`src/shared/coovl_pkg.sv`:
```
package coovl_pkg;
  localparam logic [7:0]  CMD_OFFSET_TRIM  = 8'h39;
  localparam logic [7:0]  CMD_OV_LIMIT     = 8'h40;
  localparam logic [7:0]  PHASE_ALL        = 8'hff;
  localparam logic [7:0]  PHASE_LAST       = 8'h03;

  // offset trim word layout
  localparam int          TRIM_EXP_HI      = 15;
  localparam int          TRIM_EXP_LO      = 11;
  localparam int          TRIM_MAN_HI      = 10;
  localparam int          TRIM_MAN_W       = 11;
  localparam logic [4:0]  TRIM_EXP_FIXED   = 5'h1c;

  // response byte layout
  localparam int          ACT_HI           = 7;
  localparam int          ACT_LO           = 6;
  localparam int          RETRY_HI         = 5;
  localparam int          RETRY_LO         = 3;
  localparam int          HICCUP_HI        = 2;
  localparam int          HICCUP_LO        = 0;
  localparam logic [2:0]  RETRY_LATCH      = 3'h0;
  localparam logic [2:0]  RETRY_FOREVER    = 3'h7;

  typedef enum logic [1:0] {
    ACT_IGNORE   = 2'b00,
    ACT_SHUT_A   = 2'b01,
    ACT_SHUT_B   = 2'b10,
    ACT_INVALID  = 2'b11
  } coovl_action_e;

  typedef enum logic [1:0] {
    ST_RUN     = 2'b00,
    ST_HICCUP  = 2'b01,
    ST_LATCHED = 2'b10
  } coovl_state_e;

  // thresholds kept in half-percent units: pct_x2 = 210 + 5 * step
  localparam logic [8:0]  PCT_BASE_X2      = 9'h0d2;
  localparam logic [8:0]  PCT_STEP_X2      = 9'h005;
  localparam logic [8:0]  PCT_SCALE_X2     = 9'h0c8;
  localparam int          OV_STEPS         = 15;
  localparam int          DIS_FIRST_STEP   = 2;
  localparam int          DIS_STRIDE       = 4;
  localparam logic [15:0] REL_ONE          = 16'h0200;

  function automatic logic [8:0] ov_pct_x2(input logic [3:0] step);
    ov_pct_x2 = 9'(PCT_BASE_X2 + PCT_STEP_X2 * step);
  endfunction : ov_pct_x2

  function automatic logic [25:0] mul26(input logic [15:0] a, input logic [8:0] b);
    mul26 = 26'({10'h000, a} * {17'h00000, b});
  endfunction : mul26
endpackage : coovl_pkg

```
`src/coovl_trim_mem.sv`:
```
`timescale 1ns/100ps
module coovl_trim_mem
  import coovl_pkg::*;
#(
  parameter int DEPTH = 4,
  parameter int W     = 11
) (
  input  wire logic                     i_clk,
  input  wire logic                     i_rst_n,
  input  wire logic [DEPTH-1:0]         i_wr_mask,
  input  wire logic signed [W-1:0]      i_wr_data,
  input  wire logic [$clog2(DEPTH)-1:0] i_rd_addr,
  output logic signed [W-1:0]           o_rd_data,
  output logic signed [W+1:0]           o_sum
);
  logic signed [W-1:0] mem [DEPTH];
  logic signed [W+1:0] next_sum;

  // one offset per phase, written independently
  always_ff @(posedge i_clk or negedge i_rst_n) begin
    if (!i_rst_n) begin
      for (int i = 0; i < DEPTH; i++) mem[i] <= '0;
    end else begin
      for (int i = 0; i < DEPTH; i++) if (i_wr_mask[i]) mem[i] <= i_wr_data;
    end
  end

  always_comb begin
    next_sum = '0;
    for (int i = 0; i < DEPTH; i++) next_sum = next_sum + (W+2)'(mem[i]);
  end

  always_ff @(posedge i_clk or negedge i_rst_n) begin
    if (!i_rst_n) begin
      o_rd_data <= '0;
      o_sum     <= '0;
    end else begin
      o_rd_data <= mem[i_rd_addr];
      o_sum     <= next_sum;
    end
  end
endmodule : coovl_trim_mem

```
`src/coovl_ov_mapper.sv`:
```
`timescale 1ns/100ps
module coovl_ov_mapper
  import coovl_pkg::*;
(
  input  wire logic [15:0] i_limit,
  input  wire logic [15:0] i_vout_command,
  input  wire logic        i_relative,
  input  wire logic        i_conv_enabled,
  output logic [3:0]       o_step,
  output logic             o_out_of_range
);
  logic [25:0] num;
  logic [15:0] den;
  logic        found;
  logic        allowed;

  // limit/target ratio mapped up to the next hardware step
  always_comb begin
    num     = mul26(i_limit, PCT_SCALE_X2);
    den     = i_relative ? REL_ONE : i_vout_command;
    found   = 1'b0;
    allowed = 1'b0;
    o_step  = 4'(OV_STEPS - 1);
    for (int k = OV_STEPS - 1; k >= 0; k--) begin
      allowed = i_conv_enabled ||
                (k >= DIS_FIRST_STEP && ((k - DIS_FIRST_STEP) % DIS_STRIDE) == 0);
      if (allowed && num <= mul26(den, ov_pct_x2(4'(k)))) begin
        o_step = 4'(k);
        found  = 1'b1;
      end
    end
    o_out_of_range = !found || i_limit == 16'h0000 || den == 16'h0000;
  end
endmodule : coovl_ov_mapper

```
`src/coovl_regs.sv`:
```
`timescale 1ns/100ps
// What this block does
// separate offset trim kept for every phase
// stack offset is sum of all trims
// trim word: exponent 15:11, mantissa 10:0
// out-of-range writes rejected, invalid data flagged
// restore loads quantised stored trim value
// full-resolution trim writes accepted within range
// single phase selects only that phase
// all-phase write divides value by phases
// all-phase read returns phase zero times count
// overvoltage limit is unphased 16-bit word
// threshold always relative to output command
// command change leaves stored limit unchanged
// overvoltage detection armed after power-on reset
// fault triggers the configured response action
// limit mapped to hardware percentage per mode
// enabled: round up, 105-140% 2.5% steps
// disabled: only 110-140% in 10% steps
// action field: ignore, shutdown-retry, invalid
// retry field: latch, 1-6 retries, endless
// host sets phase selector before trim access
module coovl_regs
  import coovl_pkg::*;
#(
  parameter int          NUM_PHASES_MAX = 4,
  parameter int          QUANT_SHIFT    = 2,
  parameter logic signed [10:0] TRIM_MIN = 11'sh400,
  parameter logic signed [10:0] TRIM_MAX = 11'sh3ff,
  parameter logic [15:0] OV_LIMIT_RESET = 16'h02cd
) (
  input  wire logic        i_clk,
  input  wire logic        i_reset_n,
  input  wire logic [7:0]  i_cmd_code,
  input  wire logic        i_wr_stb,
  input  wire logic [15:0] i_wr_data,
  input  wire logic        i_rd_stb,
  input  wire logic [7:0]  i_phase_sel,
  input  wire logic [2:0]  i_num_phases,
  input  wire logic        i_vout_relative,
  input  wire logic [15:0] i_vout_command,
  input  wire logic [15:0] i_vout_sense,
  input  wire logic        i_conv_enabled,
  input  wire logic        i_por_done,
  input  wire logic [7:0]  i_ov_response,
  input  wire logic [15:0] i_ton_rise_cycles,
  input  wire logic        i_clear_faults,
  input  wire logic        i_nvm_restore,
  input  wire logic [15:0] i_nvm_trim,
  input  wire logic [15:0] i_peer_offset_sum,
  output logic [15:0]      o_rd_data,
  output logic             o_rd_valid,
  output logic             o_invalid_data,
  output logic             o_ov_fault,
  output logic [3:0]       o_ov_step,
  output logic [15:0]      o_stack_offset,
  output logic             o_conv_inhibit,
  output logic             o_restart,
  output logic             o_latched_off
);
  localparam int AW = $clog2(NUM_PHASES_MAX);

  logic [1:0]                 rst_sync;
  logic                       rst_n;
  logic [15:0]                ov_limit;
  logic [NUM_PHASES_MAX-1:0]  trim_mask;
  logic signed [10:0]         trim_wdata;
  logic [AW-1:0]              trim_raddr;
  logic signed [10:0]         trim_rdata;
  logic signed [12:0]         trim_sum;
  logic [2:0]                 nph;
  logic                       sel_all;
  logic                       sel_ok;
  logic signed [11:0]         wr_man;
  logic signed [11:0]         wr_share;
  logic                       trim_wr;
  logic                       trim_ok;
  logic                       ov_wr;
  logic [3:0]                 live_step;
  logic                       live_oor;
  logic                       cand_oor;
  logic                       ov_detect;
  coovl_state_e               state;
  coovl_state_e               next_state;
  logic [2:0]                 attempts;
  logic [15:0]                ton_cnt;
  logic [2:0]                 mult_cnt;
  logic                       hiccup_done;
  logic [1:0]                 act;
  logic [2:0]                 retry;

  function automatic logic signed [10:0] sat11(input logic signed [15:0] v);
    if (v > 16'(TRIM_MAX))      sat11 = TRIM_MAX;
    else if (v < 16'(TRIM_MIN)) sat11 = TRIM_MIN;
    else                        sat11 = 11'(v);
  endfunction : sat11

  function automatic logic signed [11:0] div_phases(input logic signed [11:0] v,
                                                     input logic [2:0] n);
    case (n)
      3'h2:    div_phases = v / 12'sh2;
      3'h3:    div_phases = v / 12'sh3;
      3'h4:    div_phases = v / 12'sh4;
      default: div_phases = v;
    endcase
  endfunction : div_phases

  always_ff @(posedge i_clk or negedge i_reset_n) begin
    if (!i_reset_n) rst_sync <= 2'b00;
    else            rst_sync <= {rst_sync[0], 1'b1};
  end
  assign rst_n = rst_sync[1];

  // decode of the phased trim access; writes to phases beyond the stack are refused
  assign nph      = (i_num_phases == 3'h0) ? 3'h1 : i_num_phases;
  assign sel_all  = i_phase_sel == PHASE_ALL;
  assign sel_ok   = sel_all || (i_phase_sel <= PHASE_LAST && i_phase_sel < {5'h00, nph});
  assign wr_man   = 12'(signed'(i_wr_data[TRIM_MAN_HI:0]));
  assign wr_share = sel_all ? div_phases(wr_man, nph) : wr_man;
  assign trim_wr  = i_wr_stb && i_cmd_code == CMD_OFFSET_TRIM;
  assign ov_wr    = i_wr_stb && i_cmd_code == CMD_OV_LIMIT;
  // any exponent other than the fixed one is out of range
  assign trim_ok  = sel_ok && i_wr_data[TRIM_EXP_HI:TRIM_EXP_LO] == TRIM_EXP_FIXED &&
                    wr_share >= 12'(TRIM_MIN) && wr_share <= 12'(TRIM_MAX);
  assign trim_raddr = sel_all ? '0 : AW'(i_phase_sel);

  always_comb begin
    trim_mask  = '0;
    trim_wdata = 11'(wr_share);
    if (i_nvm_restore) begin
      // nearest supported step; restore wins over a same-cycle write
      trim_mask  = '1;
      trim_wdata = sat11(16'(((16'(signed'(i_nvm_trim[TRIM_MAN_HI:0]))
                   + 16'sh2 ** (QUANT_SHIFT - 1)) >>> QUANT_SHIFT) <<< QUANT_SHIFT));
    end else if (trim_wr && trim_ok) begin
      for (int i = 0; i < NUM_PHASES_MAX; i++)
        trim_mask[i] = sel_all ? (i < int'(nph)) : (AW'(i) == AW'(i_phase_sel));
    end
  end

  coovl_trim_mem #(
    .DEPTH (NUM_PHASES_MAX),
    .W     (TRIM_MAN_W)
  ) u_trim_mem (
    .i_clk     (i_clk),
    .i_rst_n   (rst_n),
    .i_wr_mask (trim_mask),
    .i_wr_data (trim_wdata),
    .i_rd_addr (trim_raddr),
    .o_rd_data (trim_rdata),
    .o_sum     (trim_sum)
  );

  // limit is stored as written; the mapper re-evaluates it every cycle
  always_ff @(posedge i_clk or negedge rst_n) begin
    if (!rst_n)                    ov_limit <= OV_LIMIT_RESET;
    else if (ov_wr && !cand_oor)   ov_limit <= i_wr_data;
  end

  coovl_ov_mapper u_map_live (
    .i_limit        (ov_limit),
    .i_vout_command (i_vout_command),
    .i_relative     (i_vout_relative),
    .i_conv_enabled (i_conv_enabled),
    .o_step         (live_step),
    .o_out_of_range (live_oor)
  );

  coovl_ov_mapper u_map_cand (
    .i_limit        (i_wr_data),
    .i_vout_command (i_vout_command),
    .i_relative     (i_vout_relative),
    .i_conv_enabled (i_conv_enabled),
    .o_step         (),
    .o_out_of_range (cand_oor)
  );

  // a live limit that no longer maps keeps the top step as the safe choice
  always_ff @(posedge i_clk or negedge rst_n) begin
    if (!rst_n) o_ov_step <= 4'(OV_STEPS - 1);
    else        o_ov_step <= live_oor ? 4'(OV_STEPS - 1) : live_step;
  end

  // compare against percentage of the live command in any mode
  assign ov_detect = i_por_done &&
                     mul26(i_vout_sense, PCT_SCALE_X2) > mul26(i_vout_command, ov_pct_x2(o_ov_step));

  always_ff @(posedge i_clk or negedge rst_n) begin
    if (!rst_n)         o_ov_fault <= 1'b0;
    else if (ov_detect) o_ov_fault <= 1'b1;
    else if (i_clear_faults) o_ov_fault <= 1'b0;
  end

  always_ff @(posedge i_clk or negedge rst_n) begin
    if (!rst_n) begin
      o_rd_data  <= '0;
      o_rd_valid <= 1'b0;
    end else begin
      o_rd_valid <= i_rd_stb;
      if (i_rd_stb) begin
        case (i_cmd_code)
          CMD_OFFSET_TRIM: o_rd_data <= {TRIM_EXP_FIXED,
                           sel_all ? sat11(16'(trim_rdata) * 16'(nph)) : trim_rdata};
          CMD_OV_LIMIT:    o_rd_data <= ov_limit;
          default:         o_rd_data <= '0;
        endcase
      end
    end
  end

  always_ff @(posedge i_clk or negedge rst_n) begin
    if (!rst_n) o_invalid_data <= 1'b0;
    else        o_invalid_data <= (trim_wr && !trim_ok) || (ov_wr && cand_oor);
  end

  always_ff @(posedge i_clk or negedge rst_n) begin
    if (!rst_n) o_stack_offset <= '0;
    else        o_stack_offset <= 16'(trim_sum) + i_peer_offset_sum;
  end

  // fault response engine
  assign act   = i_ov_response[ACT_HI:ACT_LO];
  assign retry = i_ov_response[RETRY_HI:RETRY_LO];
  assign hiccup_done = ton_cnt >= i_ton_rise_cycles &&
                       mult_cnt >= i_ov_response[HICCUP_HI:HICCUP_LO];

  always_comb begin
    next_state = state;
    case (state)
      ST_RUN: begin
        // ignore keeps running; invalid code treated as shutdown for safety
        if (ov_detect && coovl_action_e'(act) != ACT_IGNORE) begin
          if (retry == RETRY_LATCH || (retry != RETRY_FOREVER && attempts >= retry))
            next_state = ST_LATCHED;
          else
            next_state = ST_HICCUP;
        end
      end
      ST_HICCUP:  if (hiccup_done) next_state = ST_RUN;
      ST_LATCHED: if (!i_conv_enabled) next_state = ST_RUN;
      default:    next_state = ST_RUN;
    endcase
  end

  always_ff @(posedge i_clk or negedge rst_n) begin
    if (!rst_n) state <= ST_RUN;
    else        state <= next_state;
  end

  // hiccup lasts (multiple + 1) ton_rise periods
  always_ff @(posedge i_clk or negedge rst_n) begin
    if (!rst_n) begin
      ton_cnt  <= '0;
      mult_cnt <= '0;
    end else if (state != ST_HICCUP) begin
      ton_cnt  <= '0;
      mult_cnt <= '0;
    end else if (ton_cnt >= i_ton_rise_cycles) begin
      ton_cnt  <= '0;
      mult_cnt <= mult_cnt + 3'h1;
    end else begin
      ton_cnt  <= ton_cnt + 16'h0001;
    end
  end

  // attempt count clears only when the output is commanded off
  always_ff @(posedge i_clk or negedge rst_n) begin
    if (!rst_n)                                attempts <= '0;
    else if (!i_conv_enabled)                  attempts <= '0;
    else if (state == ST_HICCUP && hiccup_done && attempts != RETRY_FOREVER)
      attempts <= attempts + 3'h1;
  end

  always_ff @(posedge i_clk or negedge rst_n) begin
    if (!rst_n) begin
      o_conv_inhibit <= 1'b0;
      o_restart      <= 1'b0;
      o_latched_off  <= 1'b0;
    end else begin
      o_conv_inhibit <= next_state != ST_RUN;
      o_restart      <= state == ST_HICCUP && next_state == ST_RUN;
      o_latched_off  <= next_state == ST_LATCHED;
    end
  end
endmodule : coovl_regs

```
`config.mk`:
```
export PLATFORM = sky130hd
export DESIGN_NAME = coovl_regs
export DESIGN_NICKNAME = d
export VERILOG_FILES = /design/src/shared/coovl_pkg.sv /design/src/coovl_trim_mem.sv /design/src/coovl_ov_mapper.sv /design/src/coovl_regs.sv
export SDC_FILE = /design/constraint.sdc
export NUM_CORES = 2
export LEC_CHECK = 0
export BUFFER_PORTS_ARGS = -buffer_cell sky130_fd_sc_hd__buf_2
export CORE_ASPECT_RATIO = 0.75
export CORE_MARGIN = 4
export CORE_UTILIZATION = 60
export DETAILED_ROUTE_END_ITERATION = 7
export MAX_ROUTING_LAYER = met4
export PLACE_DENSITY_LB_ADDON = 0.1
export SKIP_LAST_GASP = 1
export SYNTH_ARGS = -nofsm -noshare
export SYNTH_HDL_FRONTEND = slang
export SYNTH_SLANG_ARGS = --single-unit
```
`constraint.sdc`:
```
create_clock -name i_clk -period 7.7 [get_ports i_clk]
set_input_delay 2.31 -clock i_clk [delete_from_list [all_inputs] [get_ports i_clk]]
set_output_delay 2.31 -clock i_clk [all_outputs]
set_load 0.1 [all_outputs]
```
==> impl_metrics.toml, run 1 <==
[logic_synthesis]
netlist_area_um2 = 59100
synth-edff-count = 0
syn_nets = 8877
synth-seq-cells = 152
synth_area_per_cell_um2 = 8.84
synthTopCellsByArea = "ha_1, fa_1, inv_1"
yosys_most_used_dff = "dfrtp_1"
synth_top_area_cell = "ha_1"
synthesis.yosys.warnings = 0
yosys-top-cells-count = "ha_1, inv_1, fa_1"
ys_seq_area_share_pct = 6.46
ys_types = 96
synthArstFlopShare_pct = 100
syn_inst = 6681
yosysMostFrequentCell = "ha_1"
yosysTopAreaCellShare_pct = 31.9

[clock_network]
cts_hold_buf = 0
clock_tree.root_cell = "clkbuf_16"
cts-htree-levels = 4
cts_buffers = 17
cts_buffer_depth = 2
cts.sinks = 152

[global_route]
gr-total-overflow = 8
grt_usage_pct = 64.0
antenna_found_initial = 35
grt_max_degree = 83

[floorplan]
start_util_pct = 60.6
io_pins = 174
die_y_um = 280
num_rows = 99
dieWidth_um = 370

[placement]
globalplace.congestion = 1.17
portBuffers = 167
dpl.cell_count = 9698
dp_hpwl_mm = 221

[sta]
worstEndpointType = "register input"
worst_endpoint = "ov_limit[11]$_DFFE_PN0P_/D"

[status]
stop_stage = "global routing"
stop_error = "[ERROR GRT-0232] Routing congestion too high. Check the congestion heatmap in the GUI."
status = "stopped before the end"
==> timing repair <==
item | CTS
resized for setup | 326
pin swaps | 164
buffers inserted | 138
cloned | 3
endpoints found under the setup margin | 70
==> through the flow <==
step / worst slack (ns) / hold WS [ns] / utilization [%] / instance area (um^2)
floorplan: -2.21 / 0.331 / - / 59800
global placement: -3.50 / 0.335 / 76.6 / 74700
detailed placement: -3.68 / 0.336 / 76.6 / 74700
CTS: -2.22 / 0.352 / 79.7 / 77700
==> logic make-up after synthesis <==
kind of cell | Yosys count | share of synthesized area, %
muxes | 89 | 1.83
AOI/OAI and AO/OA | 1481 | 16.0
other | 1 | 0.00635
buffers and inverters | 1234 | 7.91
adders and majority gates | 2064 | 50.8
xor gates and xnor gates | 374 | 5.58
and+or+nand+nor | 1286 | 11.4
DFF | 152 | 6.46
==> layer usage <==
metal	global-route usage [%]	overflow
met3	45.3	2
met1	75.3	1
met2	76.9	4
met4	38.4	1
met5	-	-
==> run 2: changes to the inputs <==
CORE_ASPECT_RATIO = unset   (was 0.75)
CORE_UTILIZATION = 40   (was 60)
MAX_ROUTING_LAYER = unset   (was met4)
PLACE_DENSITY_LB_ADDON = 0.15   (was 0.1)
==> run 2 against run 1 <==
  * The flow now finishes, with violations (negative setup slack)
  * Area after synthesis unchanged
  * Synthesized cell count did not move
==> impl_metrics.toml, run 2 <==
[global_route]
grt_usage_pct = 32.8
grt_pass1_wl_mm = 374
antenna_found_initial = 9
grt_max_degree = 64
grt_pass1_vias = 57745
gr-total-overflow = 0

[logic_synthesis]
synth_top_family_by_area = "adder cells"
synth_top_area_cell = "ha_1"
muxShareOfSynthArea_pct = 1.83
synthesis.yosys.warnings = 0
yosysMostFrequentCell = "ha_1"
synth-seq-cells = 152
synth-edff-count = 0
synthArstFlopShare_pct = 100
yosys_most_used_dff = "dfrtp_1"
syn_nets = 8877
synth_adder_area_share_pct = 50.8
ys_types = 96
post_synth_and_or_nand_nor_area_fraction_pct = 11.4
synth_area_per_cell_um2 = 8.84
ys_seq_area_share_pct = 6.46
synth_xor_area_share_pct = 5.58
yosys-top-cells-count = "ha_1, inv_1, fa_1"
syn_inst = 6681
synth_compound_area_share_pct = 16.0
synthTopCellsByArea = "ha_1, fa_1, inv_1"
netlist_area_um2 = 59100
yosysTopAreaCellShare_pct = 31.9

[clock_network]
clkTransAtPathRegs_ns = 0.06
insertion_delay_ns = 0.44
cts.sinks = 152
cts_buffer_depth = 2
tritoncts = "built"
clock_tree.root_cell = "clkbuf_16"
cts_buffers = 17
cts-htree-levels = 4
cts_hold_buf = 0

[placement]
globalplace.congestion = 0.999
portBuffers = 167
place_area_um2 = 76700
dp_hpwl_mm = 221
post-place-ws_ns = -3.55

[layout]
syn2layout_area_growth_pct = 37.8
layout-drive-gt1-share_pct = 31.4
fin_area_um2 = 81400
most-common-layout-cells = "buf_4, ha_1, inv_1, fa_1, a21oi_1"
antennaDiodeCount = 0
regMostFlops = "u_trim_mem.mem"
final_common_cell = "buf_4"
fin_nets = 10952
largest_reg_flops = 44

[sta]
skew_ns = 0.0113
rsz0062_at_grt = "yes"
hold_viol = 0
finalMaxSlewViolations = 0
min_period_ns = 10.00
clock.fmax_ghz = 0.100
period_share_pct = 130
setup_tns_ns = -88.82
slew_headroom_pct = 17.5
tightestPinTransition_ns = 1.23
setup_viol = 70
setup_slack_ns = -2.30

[routing]
wl_met3_mm = 19.2
m1WireLength_mm = 118
viasPerCell = 5.42
routedWlPerCell_um = 24.0
met2WireLength_mm = 111
ant_nets = 0
drc = 0
dr.max_layer_used = "met5"
drt-pass1-iter-count = 8
drt_iter0_drc = 4469
vias = 57925
wl_mm = 257

[setup_path]
cp_top_family = "adder cells"
worstPathArrival_ns = 10.36
crit_buf_inv = 12
critPathCaptureType = "flop"
critPathMaxFanout = 8
slowest_stage = "fa_1"
worst_ep_required_time_ns = 8.06
start_kind = "primary input"
cpMostUsedCell = "buf_4"
worst-setup-path-type = "in2reg"
slowest_delay_ns = 0.57

[floorplan]
dieArea_um2 = 154000
dieWidth_um = 392
num_rows = 140
start_util_pct = 40.4
core_area_um2 = 146000
io_pins = 174
die_y_um = 392

[worst_hold_path]
hp-class = "reg2reg"

[status]
status = "finished, violations left"
violations = "negative setup slack"

[run]
max_cap_violations = 0
-- run 2: cell counts after synthesis --
Identical to the previous run, type by type.
-- run 2: cell families (layout without fill, tap and decap cells) --
| group | after synthesis | count (layout) |
|---|---|---|
| muxes | 89 | 89 |
| other | 1 | 1 |
| adders and majority gates | 2064 | 2064 |
| AOI/OAI and AO/OA | 1481 | 1481 |
| DFF | 152 | 152 |
| buffers and inverters | 1234 | 3322 |
| xor gates and xnor gates | 374 | 374 |
| and+or+nand+nor | 1286 | 1286 |
-- run 2: area by class of cell --
cell class	instances	area (um^2)
clock buffers	19	453
clock inverters	13	159
fillers	13578	64900
inverters	1143	4380
multi-input cells	5295	53300
flip-flops and latches	152	3830
well taps	1917	2400
repair buffers	2147	16900
-- run 2: per-stage QoR --
stage / utilization [%] / hold WS (ns) / instances
final: 55.7 / 0.356 / 10686
after global placement: 52.5 / 0.335 / 10453
after detailed placement: 52.5 / 0.347 / 10453
after CTS: 54.7 / 0.362 / 10637
after global routing: 55.7 / 0.377 / 10686
after floorplan: - / 0.331 / 6681
-- run 2: final timing paths --
kind / from / to / slack, ns / cells after the start
worst max-delay path: i_vout_relative / ov_limit[5] / -2.30 / 37
worst min-delay path: rst_sync[0] / rst_sync[1] / 0.36 / 0
worst max register to register: o_ov_step[1] / o_latched_off / -0.39 / 35
worst min register to register: rst_sync[0] / rst_sync[1] / 0.36 / 0
max in group asynchronous: rst_sync[1] / u_trim_mem.o_rd_data[6] / 5.47 / 2
min in group asynchronous: rst_sync[1] / mult_cnt[2] / 0.43 / 0
-- run 2: per-layer routing --
layer | GRT usage (%) | vias to the layer above
li1 | - | 27309
met1 | 47.3 | 28251
met2 | 51.4 | 1993
met3 | 4.76 | 368
met4 | 8.43 | 4
met5 | 0 | -
-- run 2: what timing repair did --
item                                    in CTS  in global routing
pin swaps                                  195                237
gates resized for setup                    336                267
buffers inserted                           149                 61
endpoints found under the setup margin      70                 70
cloned                                       5                  0
-- run 2: worst register-to-register path: cells and delay by family (launching register included) --
kind            cells  cell delay, ns
compound gates     14            2.17
xor+xnor            1            0.07
fa+ha+maj           9            3.21
buf+inv             5            0.68
flops               1            0.61
simple gates        6            1.28
Power of run 2 is left out: the tool's default activity adds up to more than one toggle a clock period on the data nets, which glitch-free logic cannot reach.
